## src/core/sscs_pkg.sv

```systemverilog
// package: constants and carrier types for the commutation sequencer
package sscs_pkg;
  // *************************************************************
  // widths and cycle counts
  // *************************************************************
  localparam int PWM_W      = 12;
  localparam int TIM_W      = 16;
  localparam int STEP_CNT   = 6;
  localparam logic [2:0] STEP_FIRST = 3'h0;
  localparam logic [2:0] STEP_LAST  = 3'h5;
  localparam logic [PWM_W-1:0] PWM_RST = 12'h000;
  localparam logic [7:0] REP_RST    = 8'h00;
  localparam logic [TIM_W-1:0] TIM_RST = 16'h0000;
  localparam logic [3:0] DEAD_RST   = 4'h2;
  localparam logic [1:0] TES_POS    = 2'h0;

  // one step of the six-step table
  typedef struct packed {
    logic [5:0] output_enable_pattern;
    logic [1:0] input_select;
    logic       comparator_edge_select;
    logic       hardware_demag_enable;
    logic       simulated_demag_enable;
  } sscs_step_t;

  // three duty compare values
  typedef struct packed {
    logic [PWM_W-1:0] u;
    logic [PWM_W-1:0] v;
    logic [PWM_W-1:0] w;
  } sscs_duty_t;

  typedef enum logic [1:0] {
    SSCS_WAIT_Z = 2'b00,
    SSCS_DELAY  = 2'b01,
    SSCS_WAIT_D = 2'b11
  } sscs_state_t;

  typedef enum logic [1:0] {
    SSCS_MODE_POSITION   = 2'b00,
    SSCS_MODE_SENSORLESS = 2'b01,
    SSCS_MODE_SPEED      = 2'b10
  } sscs_mode_t;
endpackage

```

## src/core/sscs_step_mem.sv

```systemverilog
// file: six-entry step configuration memory with registered read
`timescale 1ns/10ps
module sscs_step_mem (
  input  wire logic              clock_in,   // clock
  input  wire logic              rst_in,     // sync reset
  input  wire logic              wr_en_in,   // write strobe
  input  wire logic [2:0]        wr_idx_in,  // write step index
  input  wire sscs_pkg::sscs_step_t wr_data_in, // write data
  input  wire logic [2:0]        rd_idx_in,  // read step index
  output sscs_pkg::sscs_step_t   rd_data_out // registered read
);
  sscs_pkg::sscs_step_t mem_q [sscs_pkg::STEP_CNT];

  always_ff @(posedge clock_in) begin
    if (wr_en_in && wr_idx_in <= sscs_pkg::STEP_LAST) begin
      mem_q[wr_idx_in] <= wr_data_in;
    end
  end

  always_ff @(posedge clock_in) begin
    if (rst_in) begin
      rd_data_out <= '0;
    end else if (rd_idx_in <= sscs_pkg::STEP_LAST) begin
      rd_data_out <= mem_q[rd_idx_in];
    end else begin
      rd_data_out <= '0;
    end
  end
endmodule

```

## src/core/sscs_top.sv

```systemverilog
// file: six-step commutation sequencer and three-phase pwm update
// Function
// - order z, then c after delay, then d
// - c generated when computed delay elapses
// - d detected or simulated by timer compare
// - z detected or simulated by timer compare
// - sample z only while high side off
// - six complementary outputs with dead time
// - preload copied to compare on update
// - update pulse raised every update event
// - mode from sensor bit and input select
// - speed timer clears on capture, auto prescale, raised only in 16-bit mode
// - 8/16-bit timer with 8x8 multiplier
// - 12-bit free counter with repetition counter
`timescale 1ns/10ps
module sscs_top (
  input  wire logic        clock_in,        // 40 mhz clock
  input  wire logic        rst_in,          // sync reset, high
  input  wire logic        cmp_raw_in,      // comparator pin, async
  input  wire logic        run_in,          // autoswitched enable
  input  wire logic        sensor_mode_bit_in, // 1 = position sensor
  input  wire logic [1:0]  timer_input_select_in, // input block mode
  input  wire logic        timer16_in,      // 16-bit timer use
  input  wire logic [7:0]  delay_weight_in, // delay multiplier
  input  wire logic [15:0] z_sim_cmp_in,    // simulated z compare
  input  wire logic        step_wr_in,      // step table write
  input  wire logic [2:0]  step_idx_in,     // step table index
  input  wire sscs_pkg::sscs_step_t step_data_in, // step table data
  input  wire sscs_pkg::sscs_duty_t duty_pre_in,  // duty preload
  input  wire logic [11:0] pwm_period_in,   // pwm top value
  input  wire logic [7:0]  rep_in,          // repetition reload
  input  wire logic [3:0]  dead_in,         // dead time cycles
  output logic [5:0]       drive_out,       // inverter gate drives
  output logic [5:0]       phase_pwm_out,   // complementary pwm
  output sscs_pkg::sscs_step_t step_cfg_out, // active step config
  output logic [2:0]       step_out,        // active step index
  output logic             z_out,           // z event pulse
  output logic             c_out,           // c event pulse
  output logic             d_out,           // d event pulse
  output logic             update_out,      // update event pulse
  output sscs_pkg::sscs_mode_t mode_out,    // input block mode
  output logic [15:0]      speed_out,       // captured period
  output logic [3:0]       prescale_out     // speed prescaler
);
  // *************************************************************
  // input sync and edge selection
  // *************************************************************
  logic cmp_s1_q, cmp_s2_q, cmp_prev_q;
  always_ff @(posedge clock_in) begin
    if (rst_in) begin
      cmp_s1_q   <= 1'b0;
      cmp_s2_q   <= 1'b0;
      cmp_prev_q <= 1'b0;
    end else begin
      cmp_s1_q   <= cmp_raw_in;
      cmp_s2_q   <= cmp_s1_q;
      cmp_prev_q <= cmp_s2_q;
    end
  end

  sscs_pkg::sscs_step_t step_cfg;
  sscs_pkg::sscs_state_t state_q;
  logic [2:0] step_q;
  logic [15:0] tim_q, cdelay_q, zcap_q;
  logic pwm_hi_q;
  logic rise, fall, z_hw, d_hw, z_sim, d_sim, z_ev, d_ev, c_ev;

  assign rise = cmp_s2_q & ~cmp_prev_q;
  assign fall = ~cmp_s2_q & cmp_prev_q;
  assign z_hw = ~pwm_hi_q &
    (step_cfg.comparator_edge_select ? rise : fall);
  assign d_hw = step_cfg.hardware_demag_enable &
    (step_cfg.simulated_demag_enable ? fall : rise);
  assign z_sim = (tim_q == z_sim_cmp_in);
  assign d_sim = ~step_cfg.hardware_demag_enable &
    (tim_q == (cdelay_q >> 1));

  // *************************************************************
  // event sequencer
  // *************************************************************
  // strict z c d order
  assign z_ev = (state_q == sscs_pkg::SSCS_WAIT_Z) & run_in &
    (z_hw | z_sim);
  assign c_ev = (state_q == sscs_pkg::SSCS_DELAY) & (tim_q >= cdelay_q);
  assign d_ev = (state_q == sscs_pkg::SSCS_WAIT_D) & (d_hw | d_sim);

  always_ff @(posedge clock_in) begin
    if (rst_in || !run_in) begin
      state_q <= sscs_pkg::SSCS_WAIT_Z;
    end else begin
      case (state_q)
        sscs_pkg::SSCS_WAIT_Z: if (z_ev) state_q <= sscs_pkg::SSCS_DELAY;
        sscs_pkg::SSCS_DELAY:  if (c_ev) state_q <= sscs_pkg::SSCS_WAIT_D;
        sscs_pkg::SSCS_WAIT_D: if (d_ev) state_q <= sscs_pkg::SSCS_WAIT_Z;
        default:               state_q <= sscs_pkg::SSCS_WAIT_Z;
      endcase
    end
  end

  // *************************************************************
  // delay manager timer and multiplier
  // *************************************************************
  logic [15:0] product;
  assign product = zcap_q[7:0] * delay_weight_in;

  always_ff @(posedge clock_in) begin
    if (rst_in) begin
      tim_q    <= sscs_pkg::TIM_RST;
      zcap_q   <= sscs_pkg::TIM_RST;
      cdelay_q <= sscs_pkg::TIM_RST;
    end else if (z_ev) begin
      // restart at each z, the count captured at the z before feeds the delay
      zcap_q   <= tim_q;
      cdelay_q <= timer16_in ? product : {8'h00, product[15:8]};
      tim_q    <= sscs_pkg::TIM_RST;
    end else if (c_ev) begin
      tim_q <= sscs_pkg::TIM_RST;
    end else if (timer16_in ? (tim_q != 16'hffff) : (tim_q[7:0] != 8'hff))
    begin
      tim_q <= tim_q + 16'h0001;
    end
  end

  // *************************************************************
  // step advance and outputs
  // *************************************************************
  always_ff @(posedge clock_in) begin
    if (rst_in) begin
      step_q <= sscs_pkg::STEP_FIRST;
    end else if (c_ev) begin
      step_q <= (step_q == sscs_pkg::STEP_LAST) ? sscs_pkg::STEP_FIRST
                                                : step_q + 3'h1;
    end
  end

  sscs_step_mem u_mem (
    .clock_in    (clock_in),
    .rst_in      (rst_in),
    .wr_en_in    (step_wr_in),
    .wr_idx_in   (step_idx_in),
    .wr_data_in  (step_data_in),
    .rd_idx_in   (step_q),
    .rd_data_out (step_cfg)
  );

  always_ff @(posedge clock_in) begin
    if (rst_in) begin
      z_out <= 1'b0;
      c_out <= 1'b0;
      d_out <= 1'b0;
      step_out <= sscs_pkg::STEP_FIRST;
      step_cfg_out <= '0;
      drive_out <= 6'h00;
    end else begin
      z_out <= z_ev;
      c_out <= c_ev;
      d_out <= d_ev;
      step_out <= step_q;
      step_cfg_out <= step_cfg;
      // pwm chops high side group
      // high sides sit on even bits, low sides stay on
      drive_out <= step_cfg.output_enable_pattern &
        {1'b1, pwm_hi_q, 1'b1, pwm_hi_q, 1'b1, pwm_hi_q};
    end
  end

  // *************************************************************
  // three-phase pwm generator
  // *************************************************************
  logic [11:0] pwm_cnt_q;
  logic [7:0]  rep_q;
  sscs_pkg::sscs_duty_t duty_q;
  logic period_end, upd;
  assign period_end = (pwm_cnt_q >= pwm_period_in);
  assign upd = period_end & (rep_q == 8'h00);

  always_ff @(posedge clock_in) begin
    if (rst_in) begin
      pwm_cnt_q <= sscs_pkg::PWM_RST;
      rep_q     <= sscs_pkg::REP_RST;
    end else begin
      pwm_cnt_q <= period_end ? sscs_pkg::PWM_RST : pwm_cnt_q + 12'h001;
      if (period_end) begin
        rep_q <= (rep_q == 8'h00) ? rep_in : rep_q - 8'h01;
      end
    end
  end

  always_ff @(posedge clock_in) begin
    if (rst_in) begin
      duty_q     <= '0;
      update_out <= 1'b0;
    end else begin
      if (upd) duty_q <= duty_pre_in;
      update_out <= upd;
    end
  end

  logic [2:0] ref_q;
  logic [3:0] dt_q [3];
  always_ff @(posedge clock_in) begin
    if (rst_in) begin
      pwm_hi_q <= 1'b0;
      ref_q    <= 3'h0;
    end else begin
      pwm_hi_q <= pwm_cnt_q < duty_q.u;
      ref_q <= {pwm_cnt_q < duty_q.w, pwm_cnt_q < duty_q.v,
                pwm_cnt_q < duty_q.u};
    end
  end
  for (genvar g = 0; g < 3; g++) begin : g_dt
    logic ref_d1_q;
    always_ff @(posedge clock_in) begin
      if (rst_in) begin
        ref_d1_q <= 1'b0;
        dt_q[g]  <= sscs_pkg::DEAD_RST;
        phase_pwm_out[2*g+1:2*g] <= 2'b00;
      end else begin
        ref_d1_q <= ref_q[g];
        // any edge restarts the dead gap with both sides off
        if (ref_d1_q != ref_q[g]) begin
          dt_q[g] <= dead_in;
          phase_pwm_out[2*g+1:2*g] <= 2'b00;
        // edge cycle is the first gap cycle, so the gap is
        // dead_in cycles, one at the least
        end else if (dt_q[g] > 4'h1) begin
          dt_q[g] <= dt_q[g] - 4'h1;
          phase_pwm_out[2*g+1:2*g] <= 2'b00;
        end else begin
          phase_pwm_out[2*g+1:2*g] <= {~ref_q[g], ref_q[g]};
        end
      end
    end
  end

  // *************************************************************
  // mode select and speed measurement
  // *************************************************************
  always_ff @(posedge clock_in) begin
    if (rst_in) begin
      mode_out     <= sscs_pkg::SSCS_MODE_SENSORLESS;
      speed_out    <= sscs_pkg::TIM_RST;
      prescale_out <= 4'h0;
    end else begin
      // mode from sensor bit and select
      if (timer_input_select_in != sscs_pkg::TES_POS)
        mode_out <= sscs_pkg::SSCS_MODE_SPEED;
      else if (sensor_mode_bit_in)
        mode_out <= sscs_pkg::SSCS_MODE_POSITION;
      else
        mode_out <= sscs_pkg::SSCS_MODE_SENSORLESS;
      if (z_ev) begin
        speed_out <= tim_q;
        if (tim_q == 16'hffff && prescale_out != 4'hf)
          prescale_out <= prescale_out + 4'h1;
        else if (tim_q[15:14] == 2'b00 && prescale_out != 4'h0)
          prescale_out <= prescale_out - 4'h1;
      end
    end
  end

  // *************************************************************
  // checks
  // *************************************************************
  chk_z_then_c: assert property (@(posedge clock_in)
    disable iff (rst_in) c_ev |-> $past(state_q) != sscs_pkg::SSCS_WAIT_D)
    else $error("c outside delay phase");
  chk_no_z_early: assert property (@(posedge clock_in)
    disable iff (rst_in) state_q == sscs_pkg::SSCS_WAIT_D |-> !z_ev)
    else $error("z accepted before d");
  chk_c_delay: assert property (@(posedge clock_in)
    disable iff (rst_in) c_ev |-> tim_q >= cdelay_q)
    else $error("c before delay");
  chk_step_wrap: assert property (@(posedge clock_in)
    disable iff (rst_in) c_ev && step_q == 3'h5 |=> step_q == 3'h0)
    else $error("step did not wrap");
  chk_update_load: assert property (@(posedge clock_in)
    disable iff (rst_in) upd |=> duty_q == $past(duty_pre_in))
    else $error("preload not taken");
  chk_update_pulse: assert property (@(posedge clock_in)
    disable iff (rst_in) upd |=> update_out)
    else $error("update pulse missing");
  chk_dead_gap: assert property (@(posedge clock_in)
    disable iff (rst_in) phase_pwm_out[1:0] != 2'b11 &&
    phase_pwm_out[3:2] != 2'b11 && phase_pwm_out[5:4] != 2'b11)
    else $error("shoot through");
  chk_mode_speed: assert property (@(posedge clock_in)
    disable iff (rst_in)
    timer_input_select_in != 2'b00 |=> mode_out == sscs_pkg::SSCS_MODE_SPEED)
    else $error("speed mode not set");
  chk_z_window: assert property (@(posedge clock_in)
    disable iff (rst_in) z_ev && !z_sim |-> !pwm_hi_q)
    else $error("z sampled with high side on");
  chk_pwm_wrap: assert property (@(posedge clock_in)
    disable iff (rst_in) period_end |=> pwm_cnt_q == 12'h000)
    else $error("pwm counter did not restart");
  cov_full_cycle: cover property (@(posedge clock_in) disable iff (rst_in)
    z_ev ##[1:1000] c_ev ##[1:1000] d_ev);
  cov_wrap: cover property (@(posedge clock_in) disable iff (rst_in)
    c_ev && step_q == 3'h5);
  cov_update: cover property (@(posedge clock_in) disable iff (rst_in)
    upd);
endmodule

```

## config.mk

```make
export PLATFORM = sky130hd
export DESIGN_NAME = sscs_top
export DESIGN_NICKNAME = d
export VERILOG_FILES = /design/src/core/sscs_pkg.sv /design/src/core/sscs_step_mem.sv /design/src/core/sscs_top.sv
export SDC_FILE = /design/constraint.sdc
export NUM_CORES = 1
export LEC_CHECK = 0
export BUFFER_PORTS_ARGS = -buffer_cell sky130_fd_sc_hd__buf_4
export CELL_PAD_IN_SITES_DETAIL_PLACEMENT = 1
export CELL_PAD_IN_SITES_GLOBAL_PLACEMENT = 2
export CORE_UTILIZATION = 38
export DETAILED_ROUTE_END_ITERATION = 12
export GPL_ROUTABILITY_DRIVEN = 0
export HOLD_SLACK_MARGIN = 0.06
export PLACE_DENSITY = 0.83
export SETUP_SLACK_MARGIN = 0.05
export SLEW_MARGIN = 10
export SYNTH_ARGS = -nofsm -noshare
export SYNTH_HDL_FRONTEND = slang
export SYNTH_SLANG_ARGS = --single-unit
```

## constraint.sdc

```tcl
create_clock -name clock_in -period 5 [get_ports clock_in]
set_clock_uncertainty 0.05 [all_clocks]
set_input_delay 0.25 -clock clock_in [delete_from_list [all_inputs] [get_ports clock_in]]
set_output_delay 0.25 -clock clock_in [all_outputs]
set_load 0.1 [all_outputs]
```

Word level (Yosys, flattened, before mapping). Memory sizes are Yosys's and may differ from the RTL's. A register that Yosys moved wholly into a read port is not among the register bits. Cells that the tools add are included.

Register bits: 155. Memory bits (writable): 78. Input bits: 107. Output and inout port bits: 52. Word-level logic and storage cells: 162. Memories: 2.

Memories: u_mem.mem_q (words 6, bits a word 11, read ports 1, clocked after memory_dff 1, write ports 1, RTL line sscs_step_mem.sv:12) `sscs_pkg::sscs_step_t mem_q [sscs_pkg::STEP_CNT];`; dt_q (words 3, bits a word 4, read ports 3, clocked after memory_dff 0, write ports 3, RTL line sscs_top.sv:200) `logic [3:0] dt_q [3];`.

Add/subtract/negate cells: 9. Multiply operators: 1. $lt $le $gt $ge: 10. Equality and inequality tests: 15. Muxes and demuxes: 45. Bitwise gates (word level): 27. Reduce and logical (&&, ||, !) cells: 19.

Operators by type and width (number): 12-bit less-than comparator (3); 4-bit two-way mux (8); 1-bit two-way mux (29); 16-bit by 1-bit adder with 16-bit output (second input constant) (1); 16-bit by 15-bit equality test with 1-bit output (1); 16-bit equality test (1); 16-bit equality test (second input constant) (1); 16-bit >= comparator (1); 8-bit by 8-bit multiplier with 16-bit output (1); 16-bit two-way mux (1); 16-bit != test (second input constant) (1); 4-bit by 1-bit subtractor with 4-bit output (second input constant) (4); 12-bit by 1-bit adder with 12-bit output (second input constant) (1); 12-bit >= comparator (1); 4-bit by 1-bit greater-than comparator with 1-bit output (second input constant) (3); 3-bit OR reduction (4); 1-bit bitwise AND (10); 8-bit zero test (1); 2-bit two-way mux (4); 8-bit two-way mux (1); 8-bit != test (second input constant) (1); 1-bit inverter (8); 1-bit bitwise OR (8); 8-bit by 1-bit subtractor with 8-bit output (second input constant) (1); 21 further kinds (31).

Longest topological paths before layout. Gate-level depths: netlist of the first run.

Word-level depth: 8. Mapped depth: 17. Gate-level depth less buffers: 16.

Modules after synthesis. A second synthesis of the first run with hierarchy kept.

Cells, all modules: 1352. Area total of the unflattened synthesis: 13449.1 um^2.

By module, submodules not included: sscs_top (times used 1, cells an instance 1200, area an instance 10633.9 um^2, seq. area each 3383.2 um^2); sscs_step_mem (times used 1, cells an instance 152, area an instance 2815.2 um^2, seq. area each 2202.1 um^2).

Least setup slack after synthesis of the first run. No wires, ideal clock.

Path kind: register -> register. From: reg, netlist name speed_out[0]. To: reg cdelay_q[4]. Setup time: 122 ps. Data arrival time: 4951 ps. Required time: 4828 ps. Slack: -123 ps. Cell stages (with the launch flop): 16. Buffers on the path: 0. Clock period less this slack: 5123 ps. Cells stage by stage: dfxtp_1 > nand2_1 > fa_1 > fa_1 > inv_1 > fa_1 > inv_1 > fa_1 > inv_1 > ha_1 > and2_1 > a221oi_1 > a21oi_1 > o41a_1 > xnor2_1 > o21ai_1.

RTL lines: to (signal assigned) (RTL line sscs_top.sv:110) `cdelay_q <= sscs_pkg::TIM_RST;`; to (signal assigned) (RTL line sscs_top.sv:114) `cdelay_q <= timer16_in ? product : {8'h00, product[15:8]};`; to (decl) (RTL line sscs_top.sv:64) `logic [15:0] tim_q, cdelay_q, zcap_q;`.

==> results of run 1 <==
==> state kept, by name (all words and copies together) (netlist names), 2 cells and up <==
name	count
cdelay_q	16
drive_out	6
dt_q	12
duty_q	36
g_dt.ref_d1_q	3
mode_out	2
phase_pwm_out	6
prescale_out	4
pwm_cnt_q	12
ref_q	3
rep_q	8
speed_out	16
state_q	2
step_cfg_out	8
step_out	3
step_q	3
tim_q	16
u_mem.mem_q	66
u_mem.rd_data_out	11
==> cell type report <==
cell class | count | area share, %
Multi-Input combinational cell | 886 | 42.3
Sequential cell | 240 | 34.3
Timing Repair Buffer | 230 | 11.5
Clock buffer | 40 | 4.89
Tap cell | 455 | 3.49
Inverter | 129 | 2.97
Clock inverter | 11 | 0.506
==> power groups by stage <==
stage	Sequential (W)	Clock, W	Combinational (W)
floorplan	0.00229	0	0.000303
global placement	0.00222	0	0.000557
detailed placement	0.00223	0	0.000569
CTS	0.00219	0.00202	0.000613
global route	0.00220	0.00209	0.000672
finish	0.00219	0.00197	0.000605
==> worst max-delay path: cells and delay by family (launching register included) <==
family,cells,cell delay [ns]
AOI/OAI and AO/OA,4,1.00
xor gates and xnor gates,1,0.19
adders and majority gates,5,2.48
buffers and inverters,3,0.16
DFF,1,0.41
and+or+nand+nor,2,0.27
==> how the worst min path moves through the flow <==
stage / startpoint / endpoint / slack, ns / cells after the start
5_1_grt: rep_in[2] / rep_q[2]$_SDFFE_PP0P_ / 0.12 / 4
6_report: rep_in[2] / rep_q[2]$_SDFFE_PP0P_ / 0.09 / 4
4_1_cts: rep_in[2] / rep_q[2]$_SDFFE_PP0P_ / 0.07 / 4
3_5_place_dp: cmp_s1_q$_SDFF_PP0_ / cmp_s2_q$_SDFF_PP0_ / 0.38 / 1
2_1_floorplan: rst_in / step_out[1]$_SDFF_PP0_ / 0.29 / 1
3_3_place_gp: u_mem.rd_data_out[6]$_SDFF_PP0_ / drive_out[1]$_SDFF_PP0_ / 0.37 / 1
==> cells by family after synthesis <==
family                   Yosys count  share of synthesized area [%]
AO/OA/AOI/OAI                    248                           12.1
adder cells (fa/ha/maj)          146                           15.8
buffers and inverters            193                           6.08
XOR/XNOR                          73                           5.40
AND/OR/NAND/NOR                  386                           15.0
flip-flops                       240                           42.0
multiplexers                      33                           3.58
==> cells in the final DEF (no fill, tap or decap), types with 58 or more instances in the layout <==
master and instances:
dfxtp_1 156, edfxtp_1 78, and2_1 58, inv_1 128, nor2_1 100, ha_1 109
buf_4 169, dlygate4sd3_1 61, a21oi_1 68
==> metrics by stage <==
| stage | hold slack (ns) | area, um2 | setup WS, ns |
|---|---|---|---|
| after global placement | 0.372 | 14800 | 0.428 |
| after CTS | 0.0712 | 16300 | 0.283 |
| after detailed placement | 0.377 | 14800 | 0.301 |
| final | 0.0887 | 16300 | 0.323 |
| after global routing | 0.125 | 16300 | 0.107 |
| after floorplan | 0.288 | 13300 | 0.117 |
==> metal layers <==
metal	vias up	GRT usage (%)	wire, um
met5	-	0	0
met4	0	5.33	919
met3	57	2.08	1120
met2	166	35.4	17400
met1	4959	26.3	15900
li1	4957	-	-
==> impl_results.md, run 1 <==
* Routed Antenna Nets at 0
* CP Capture Point: cdelay_q[4]$_SDFFE_PP0P_
* Die Wd at 189 um
* Dpl cells at around 1900
* Register area share after synthesis at approximately two fifths
* Worst reg2reg endpoint: cdelay_q[4]$_SDFFE_PP0P_
* Post-synth ARST share at 0%
* Layout cell share with drive strength beyond 1 at about 16%
* Vias at just over 10000
* Synth top area cells: dfxtp_1 24%, edfxtp_1 18%, ha_1 10%
* Pleak at ~7 nW
* Starting Density at around two fifths
* Slew headroom at around a quarter
* Worst-Skew Late Latency at 0.55 ns
* Gr ovfl total at 0
* CP cell instances: nand2_1, fa_1, fa_1, inv_1, fa_1, inv_1, fa_1, inv_1, ha_1, and2_1, a221oi_1, a21oi_1, o41a_1, xnor2_1, o21ai_1
* Post-CTS Resized at 0
* Root Driver: clkbuf_16
* Global-route wire length before repair at between 50 and 60 mm
* Clk buf depth at 3
* Iter 0 DRT Violations at approximately 490
* Site row count at 68
* CTS tree: built
* Post-CTS setup buffer count at 0
* Most common cell on crit path: fa_1
* Commonest cells in the netlist: 162 x dfxtp_1, 128 x inv_1, 109 x ha_1
* Max incr delay on CP at ~0.57 ns
* Syn Area/Cell at 10.1 um2
* Setup TNS at 0 ns
* Sequential cell area at 5590 um2
* Mapped Cells at roughly 1300
* Max_cap viols at 0
* Syn-to-layout area delta at 22.7%
* Sw Pwr at 0.00123 W
* Total track usage at a little over 20%
* Crit path max-delay cell type: fa_1
* Worst slew pin tran at 1.13 ns
* Final-report max-slew violation count at 0
* WL per Instance at roughly 18 um
* Sw frac at roughly 26%
* Count leader, synth: dfxtp_1
* Post-Syn Nets at 1572
* Arr. time, crit path at about 5.1 ns
* Ys Warns at 0
* Final Non-Filler Cells at about 2000
* Clock network fraction of total power at between 40 and 50%
* Initial antenna violation count at 0
* Pwr/cell area at 292 nW/um2
* Clk slew on worst S/H paths at about 0.070 ns
* Die area at approximately 36000 um2
* FF-to-FF setup slack at 0.32 ns
* Mapped cell area at 13300 um2
* Final design utilization at 47.3%
* R2R cell count at 15
* RSZ-0062 raised after global routing: no
* Setup CP Type: reg2reg
* Area share of the largest cell type after synthesis at between 20% and 30%
* Outcome: finished, final reports clean
* Fmax at between 0.2 and 0.25 GHz
* Worst min path class: in2reg
* Post-route DRC violation count at 0
* CTS HTree Levels at 1
* Drt first pass iters at 6
* Top FF cell, synth: dfxtp_1
* Cell taking the most area after synthesis: dfxtp_1
* Largest net degree at the start of global routing at 52
* Post-layout power at roughly 0.0048 W
* Seq pwr share at between 40% and 50%
* Worst setup EP type: flop
* Crit path time final at 4.68 ns
* ANT cells at 0
* Hold Vio Cnt, Final at 0
* R2R Path Start: speed_out[0]$_SDFFE_PP0P_
* Dpl hpwl at roughly 26 mm
* CTS sink count at 240
* IO Count at 159
* Nets@finish at roughly 1800
* CP Launch Point: speed_out[0]$_SDFFE_PP0P_
* CP startpoint kind: flop
* Combinational share of power at 12.7%
* Synth cell types at 74
* Num CTS Buffers at 28
* Post-synth EDFFs at just under 80
* Hold Buf Count CTS at 61
* # fillers at 3834
* Critical-path maximum fanout at 10
* CP required at approximately 5.4 ns
* Port buffer count at ~160
* Final setup fails at 0
* Period Utilization, post-route at between 90 and 100%
* VDD IR max at 0.229 mV
* Final Routed Wirelength at 35.4 mm
* P_int at approximately 0.0035 W
* Core area at roughly 34000 um2
* Die height at between 150 and 200 um
* Yosys reg bits at 240
* Footprint of the multi-input gates at about 6900 um2
* Number of vias per cell at between 5 and 6
* Vias in the first global route at between 10000 and 15000
Power figures use the tool's default switching activity.
==> run 2: changes to the inputs <==
Settings changed: ABC_AREA set to 1, CORE_UTILIZATION 38 to 35.
==> impl_results.md, run 2 <==
* CTS HTree Levels at 1 (unchanged)
* Clk buf depth at 3 (unchanged)
* Yosys reg bits at 240 (unchanged)
* RSZ-0062 raised after global routing: no (unchanged)
* Synth top area cells: dfxtp_1 23%, edfxtp_1 17%, nand2_1 11% (was dfxtp_1 24%, edfxtp_1 18%, ha_1 10%)
* ANT cells at 0 (unchanged)
* Gr ovfl total at 0 (unchanged)
* Drt first pass iters at 4 (was 6)
* Die area at 40500 um2 (was 35700 um2)
* Syn Area/Cell at 7.78 um2 (was 10.1 um2)
* Starting Density at 35.7% (was 38.6%)
* Worst slew pin tran at 1.18 ns (was 1.13 ns)
* Post-synth ARST share at 0% (unchanged)
* Commonest cells in the netlist: 405 x nand2_1, 296 x inv_1, 253 x nor2_1 (was 162 x dfxtp_1, 128 x inv_1, 109 x ha_1)
* Top reg by flops: u_mem.mem_q (unchanged)
* Clk slew on worst S/H paths at 0.06 ns (was 0.07 ns)
* Register area share after synthesis at 40.2% (was 42.0%)
* Top FF cell, synth: dfxtp_1 (unchanged)
* Final Routed Wirelength at 38.6 mm (was 35.4 mm)
* Port buffer count at 158 (unchanged)
* Vias in the first global route at 12700 (was 10900)
* Initial antenna violation count at 0 (unchanged)
* Post-route cell area at 17100 um2 (was 16300 um2)
* Syn-to-layout area delta at 23.1% (was 22.7%)
* Worst min path class: in2reg (unchanged)
* # fillers at 4750 (was 3834)
* VDD IR max at 0.271 mV (was 0.229 mV)
* Pleak at 8.16 nW (was 6.85 nW)
* Cell taking the most area after synthesis: dfxtp_1 (unchanged)
* Die height at 201 um (was 189 um)
* Number of vias per cell at 4.66 (was 5.09)
* Fmax at 0.222 GHz (was 0.214 GHz)
* Max_cap viols at 0 (unchanged)
* Max reg flops at 66 (unchanged)
* Largest regs: u_mem.mem_q (66), duty_q (36) (unchanged)
* Worst-Skew Late Latency at 0.58 ns (was 0.55 ns)
* WL per Instance at 15.3 um (was 17.8 um)
* Instance area at placement at 15500 um2 (was 14800 um2)
* Layout cell share with drive strength beyond 1 at 12.3% (was 16.2%)
* Final setup fails at 0 (unchanged)
* Post-route DRC violation count at 0 (unchanged)
* Ys Warns at 0 (unchanged)
* CP startpoint kind: flop (unchanged)
* Worst setup EP type: flop (unchanged)
* Die Wd at 201 um (was 189 um)
* Post-synth EDFFs at 78 (unchanged)
* CTS tree: built (unchanged)
* Sequential cell area at 5590 um2 (about the same)
* Setup TNS at 0 ns (unchanged)
* Dpl hpwl at 28.2 mm (was 25.5 mm)
* Crit path time final at 4.50 ns (was 4.68 ns)
* Pwr/cell area at 295 nW/um2 (was 292 nW/um2)
* Post-Syn Nets at 2041 (was 1572)
* Vias at 11800 (was 10100)
* Setup CP Type: reg2reg (unchanged)
* Commonest non-fill, non-tap cells in the layout: 405 x nand2_1, 295 x inv_1, 253 x nor2_1 (was 169 x buf_4, 156 x dfxtp_1, 128 x inv_1)
* Core area at 38900 um2 (was 34500 um2)
* Hold Vio Cnt, Final at 0 (unchanged)
* Site row count at 72 (was 68)
* Commonest non-fill, non-tap cell in the layout: nand2_1 (was buf_4)
* Iter 0 DRT Violations at 365 (was 489)
* Final Non-Filler Cells at 2528 (was 1991)
* Nets@finish at 2241 (was 1768)
* Dpl cells at 2410 (was 1879)
* Mapped Cells at 1788 (was 1319)
* Largest net degree at the start of global routing at 53 (was 52)
* Post-CTS Resized at 0 (unchanged)
* Arr. time, crit path at 4.91 ns (was 5.06 ns)
* Mapped cell area at 13900 um2 (was 13300 um2)
* Outcome: finished, final reports clean (unchanged)
* Area share of the largest cell type after synthesis at 23.3% (was 24.4%)
* Num CTS Buffers at 28 (unchanged)
* Count leader, synth: nand2_1 (was dfxtp_1)
* Period Utilization, post-route at 90.1% (was 93.5%)
* Total track usage at 19.5% (was 20.1%)
* CP required at 5.40 ns (was 5.39 ns)
* Slew headroom at 21.1% (was 24.5%)
* Routed Antenna Nets at 0 (unchanged)
* Synth cell types at 49 (was 74)
* CTS sink count at 240 (unchanged)
* Critical-path maximum fanout at 10 (unchanged)
* Root Driver: clkbuf_16 (unchanged)
* Footprint of the multi-input gates at 6870 um2 (was 6910 um2)
* IO Count at 159 (unchanged)
* Global-route wire length before repair at 64.0 mm (was 57.6 mm)
* Final-report max-slew violation count at 0 (unchanged)
* Min Hold Slack at 0.0924 ns (was 0.0887 ns)
## run 2: cell count changes after synthesis, sizes merged, moves of 24 or more
cell | previous run | this run
nand2 | 55 | 410
inv | 128 | 303
nor2 | 100 | 266
and2 | 58 | 3
o21ai | 65 | 113
xnor2 | 54 | 17
nor2b | 24 | 0
## run 2: kinds of logic after synthesis
family	after synthesis	synth area share, %
xor gates and xnor gates	38	2.39
muxes	13	0.936
AOI/OAI and AO/OA	216	8.39
DFF	240	40.2
adders and majority gates	146	15.1
buffers and inverters	365	10.5
and+or+nand+nor	770	22.5
## run 2: final timing paths
path | cells past startpoint | start | slack (ns) | to
setup / recovery | 19 | speed_out[0]$_SDFFE_PP0P_ | 0.50 | cdelay_q[6]$_SDFFE_PP0P_
setup reg to reg | 19 | speed_out[0]$_SDFFE_PP0P_ | 0.50 | cdelay_q[6]$_SDFFE_PP0P_
hold / removal | 5 | delay_weight_in[0] | 0.09 | cdelay_q[0]$_SDFFE_PP0P_
hold reg to reg | 2 | u_mem.rd_data_out[3]$_SDFF_PP0_ | 0.37 | step_cfg_out[3]$_SDFF_PP0_
## run 2: repair_timing
item / 4_1_cts / 5_1_grt
hold endpoints to repair: 128 / 0
hold buffers: 66 / 0
buffers inserted: 0 / 0
## run 2: per-stage QoR
| stage | total power (W) | setup WS [ns] | utilization [%] |
|---|---|---|---|
| after floorplan | 0.00267 | 0.149 | - |
| after global placement | 0.00288 | 0.576 | 39.8 |
| after detailed placement | 0.00290 | 0.498 | 39.8 |
| after CTS | 0.00512 | 0.464 | 44.0 |
| after global routing | 0.00527 | 0.0931 | 44.0 |
| final | 0.00505 | 0.496 | 44.0 |
## run 2: cell type report
class | instances | area share, %
Clock buffer | 34 | 4.28
Inverter | 304 | 6.69
Timing Repair Buffer | 231 | 11.1
Tap cell | 518 | 3.79
Multi-Input combinational cell | 1183 | 40.1
Clock inverter | 18 | 1.41
Sequential cell | 240 | 32.6
## run 2: layer usage
metal	vias up	global-route usage [%]	part of all wire [%]
li1	6004	-	-
met1	5558	23.1	44
met2	154	36.6	51
met3	57	2.69	3.3
met4	0	4.87	2.2
met5	-	0	0
## run 2: power breakdown
group | total (W) | leakage [nW] | internal [W] | switching, W
clock network | 0.00215 | 0.464 | 0.00127 | 0.000886
registers | 0.00220 | 2.04 | 0.00213 | 0.0000737
logic | 0.000689 | 5.66 | 0.000261 | 0.000429
## run 2: worst max-delay path, stage by stage (launching register included)
cell	delay [ns]
dfxtp_1	0.55
nand2_1	0.14
fa_1	0.52
fa_1	0.56
inv_1	0.06
fa_1	0.54
inv_1	0.06
fa_1	0.53
inv_1	0.04
ha_1	0.36
nand2_1	0.09
nand2_1	0.06
a21oi_1	0.19
nand2_1	0.13
nand2_1	0.08
nand2_1	0.06
xor2_1	0.17
nand2_1	0.07
nand3_1	0.07
nand2_1	0.05
==> run 3: changes to the inputs <==
Settings changed: BUFFER_PORTS_ARGS -buffer_cell sky130_fd_sc_hd__buf_4 to -buffer_cell sky130_fd_sc_hd__buf_2.
==> impl_results.md, run 3 (synthesized netlist as in run 2, its figures left out) <==
* Outcome: finished, final reports clean (unchanged)
* Pleak at 8.11 nW (was 8.16 nW)
* Worst reg2reg endpoint: cdelay_q[4]$_SDFFE_PP0P_ (was cdelay_q[6]$_SDFFE_PP0P_)
* Dpl cells at 2416 (was 2410)
* RSZ-0062 raised after global routing: no (unchanged)
* Worst setup EP type: flop (unchanged)
* Core area at 38900 um2 (unchanged)
* Vias in the first global route at 12700 (about the same)
* Gr ovfl total at 0 (unchanged)
* CTS sink count at 240 (unchanged)
* R2R cell count at 19 (unchanged)
* Critical-path maximum fanout at 10 (unchanged)
* Worst-Skew Late Latency at 0.58 ns (about the same)
* Largest regs: u_mem.mem_q (66), duty_q (36) (unchanged)
* Vias at 11800 (about the same)
* Max reg flops at 66 (unchanged)
* Dpl ws at 0.499 ns (was 0.498 ns)
* Global-route wire length before repair at 64.9 mm (was 64.0 mm)
* FF-to-FF setup slack at 0.49 ns (was 0.50 ns)
* Die Wd at 201 um (unchanged)
* Hold Crit Endpoint: cdelay_q[0]$_SDFFE_PP0P_ (unchanged)
* WL per Instance at 15.4 um (was 15.3 um)
* Worst min path class: in2reg (unchanged)
* Nets@finish at 2247 (was 2241)
* Routed Antenna Nets at 0 (unchanged)
* Iter 0 DRT Violations at 400 (was 365)
* Initial antenna violation count at 0 (unchanged)
* CP required at 5.40 ns (about the same)
* Hold path cells at 5 (unchanged)
* Setup TNS at 0 ns (unchanged)
* Top reg by flops: u_mem.mem_q (unchanged)
* Max_cap viols at 0 (unchanged)
* Largest net degree at the start of global routing at 43 (was 53)
* CTS HTree Levels at 1 (unchanged)
* Post-layout power at 0.00502 W (was 0.00505 W)
* R2R Path Start: speed_out[1]$_SDFFE_PP0P_ (was speed_out[0]$_SDFFE_PP0P_)
* Number of vias per cell at 4.67 (was 4.66)
* Post-CTS Resized at 0 (unchanged)
* Syn-to-layout area delta at 20.5% (was 23.1%)
* Clk slew on worst S/H paths at 0.06 ns (about the same)
* Die area at 40500 um2 (unchanged)
* Port buffer count at 158 (unchanged)
* Period Utilization, post-route at 90.2% (was 90.1%)
* Final design utilization at 43.1% (was 44.0%)
* Final Non-Filler Cells at 2535 (was 2528)
* Starting Density at 35.7% (unchanged)
* Commonest non-fill, non-tap cells in the layout: 405 x nand2_1, 295 x inv_1, 253 x nor2_1 (unchanged)
* Pwr/cell area at 299 nW/um2 (was 295 nW/um2)
* Final setup fails at 0 (unchanged)
* Commonest non-fill, non-tap cell in the layout: nand2_1 (unchanged)
* Worst setup margin at 0.491 ns (was 0.496 ns)
* CTS tree: built (unchanged)
* Root Driver: clkbuf_16 (unchanged)
* Final Routed Wirelength at 39.1 mm (was 38.6 mm)
* Setup CP Type: reg2reg (unchanged)
* Site row count at 72 (unchanged)
* Arr. time, crit path at 4.91 ns (about the same)
* CP startpoint kind: flop (unchanged)
* Clk buf depth at 3 (unchanged)
* IO Count at 159 (unchanged)
* Fmax at 0.222 GHz (about the same)
* Final-report max-slew violation count at 0 (unchanged)
* Post-route DRC violation count at 0 (unchanged)
* Worst slew pin tran at 1.11 ns (was 1.18 ns)
* Num CTS Buffers at 29 (was 28)
* Dpl hpwl at 28.6 mm (was 28.2 mm)
* Layout cell share with drive strength beyond 1 at 12.3% (about the same)
* Crit path time final at 4.51 ns (was 4.50 ns)
* Min-delay src: delay_weight_in[0] (unchanged)
* Drt first pass iters at 4 (unchanged)
* Slew headroom at 25.6% (was 21.1%)
* Hold Vio Cnt, Final at 0 (unchanged)
* Die height at 201 um (unchanged)
* ANT cells at 0 (unchanged)
* VDD IR max at 0.268 mV (was 0.271 mV)
* Total track usage at 19.8% (was 19.5%)
[run 3: worst max-delay path, stage by stage (launching register included)]
cell     delay [ns]
dfxtp_1        0.54
nand2_1        0.15
fa_1           0.54
fa_1           0.56
inv_1          0.06
fa_1           0.53
inv_1          0.05
fa_1           0.53
inv_1          0.04
ha_1           0.36
nand2_1        0.09
nand2_1        0.06
a21oi_1        0.17
nand2_1        0.13
nand3_1        0.11
nand2_1        0.06
nand2_1        0.07
nand3_1        0.09
nand3_1        0.09
o21ai_0        0.09
[run 3: what timing repair did]
action | 4_1_cts | 5_1_grt
buffers inserted | 0 | 0
hold endpoints to repair | 123 | 0
setup endpoints to repair | 0 | 0
hold buffers | 65 | 0
[run 3: where the power goes]
part	internal (W)	total (W)	switching (W)
combinational	0.000232	0.000672	0.000440
clock	0.00129	0.00214	0.000851
sequential	0.00213	0.00220	0.0000696
[run 3: per-stage QoR]
| step | hold slack (ns) | instance area, um2 |
|---|---|---|
| global placement | 0.351 | 15100 |
| detailed placement | 0.351 | 15100 |
| floorplan | 0.292 | 13900 |
| CTS | 0.0602 | 16800 |
| global route | 0.127 | 16800 |
| finish | 0.0888 | 16800 |
[run 3: layer usage]
layer / GRT usage [%] / share of wire (%) / vias to the layer above
li1: - / - / 6016
met1: 23.5 / 44 / 5588
met2: 36.8 / 51 / 167
met3: 2.72 / 3.1 / 59
met4: 5.68 / 2.6 / 0
met5: 0 / 0 / -
[run 3: worst max-delay path by stage]
stage | startpoint | endpoint | slack [ns] | cells past startpoint
final | speed_out[1]$_SDFFE_PP0P_ | cdelay_q[4]$_SDFFE_PP0P_ | 0.49 | 19
after global routing | speed_out[1]$_SDFFE_PP0P_ | cdelay_q[4]$_SDFFE_PP0P_ | 0.13 | 19
after CTS | speed_out[1]$_SDFFE_PP0P_ | cdelay_q[4]$_SDFFE_PP0P_ | 0.43 | 19
after detailed placement | speed_out[1]$_SDFFE_PP0P_ | cdelay_q[12]$_SDFFE_PP0P_ | 0.50 | 17
after global placement | speed_out[1]$_SDFFE_PP0P_ | cdelay_q[6]$_SDFFE_PP0P_ | 0.60 | 19
after floorplan | speed_out[0]$_SDFFE_PP0P_ | cdelay_q[6]$_SDFFE_PP0P_ | 0.15 | 20
[run 3: final cells by class]
class | instances | area (um2)
Multi-Input combinational cell | 1183 | 6870
Fill cell | 4824 | 22200
Tap cell | 518 | 648
Timing Repair Buffer | 236 | 1540
Sequential cell | 240 | 5590
Inverter | 304 | 1150
Clock inverter | 11 | 149
Clock buffer | 43 | 820
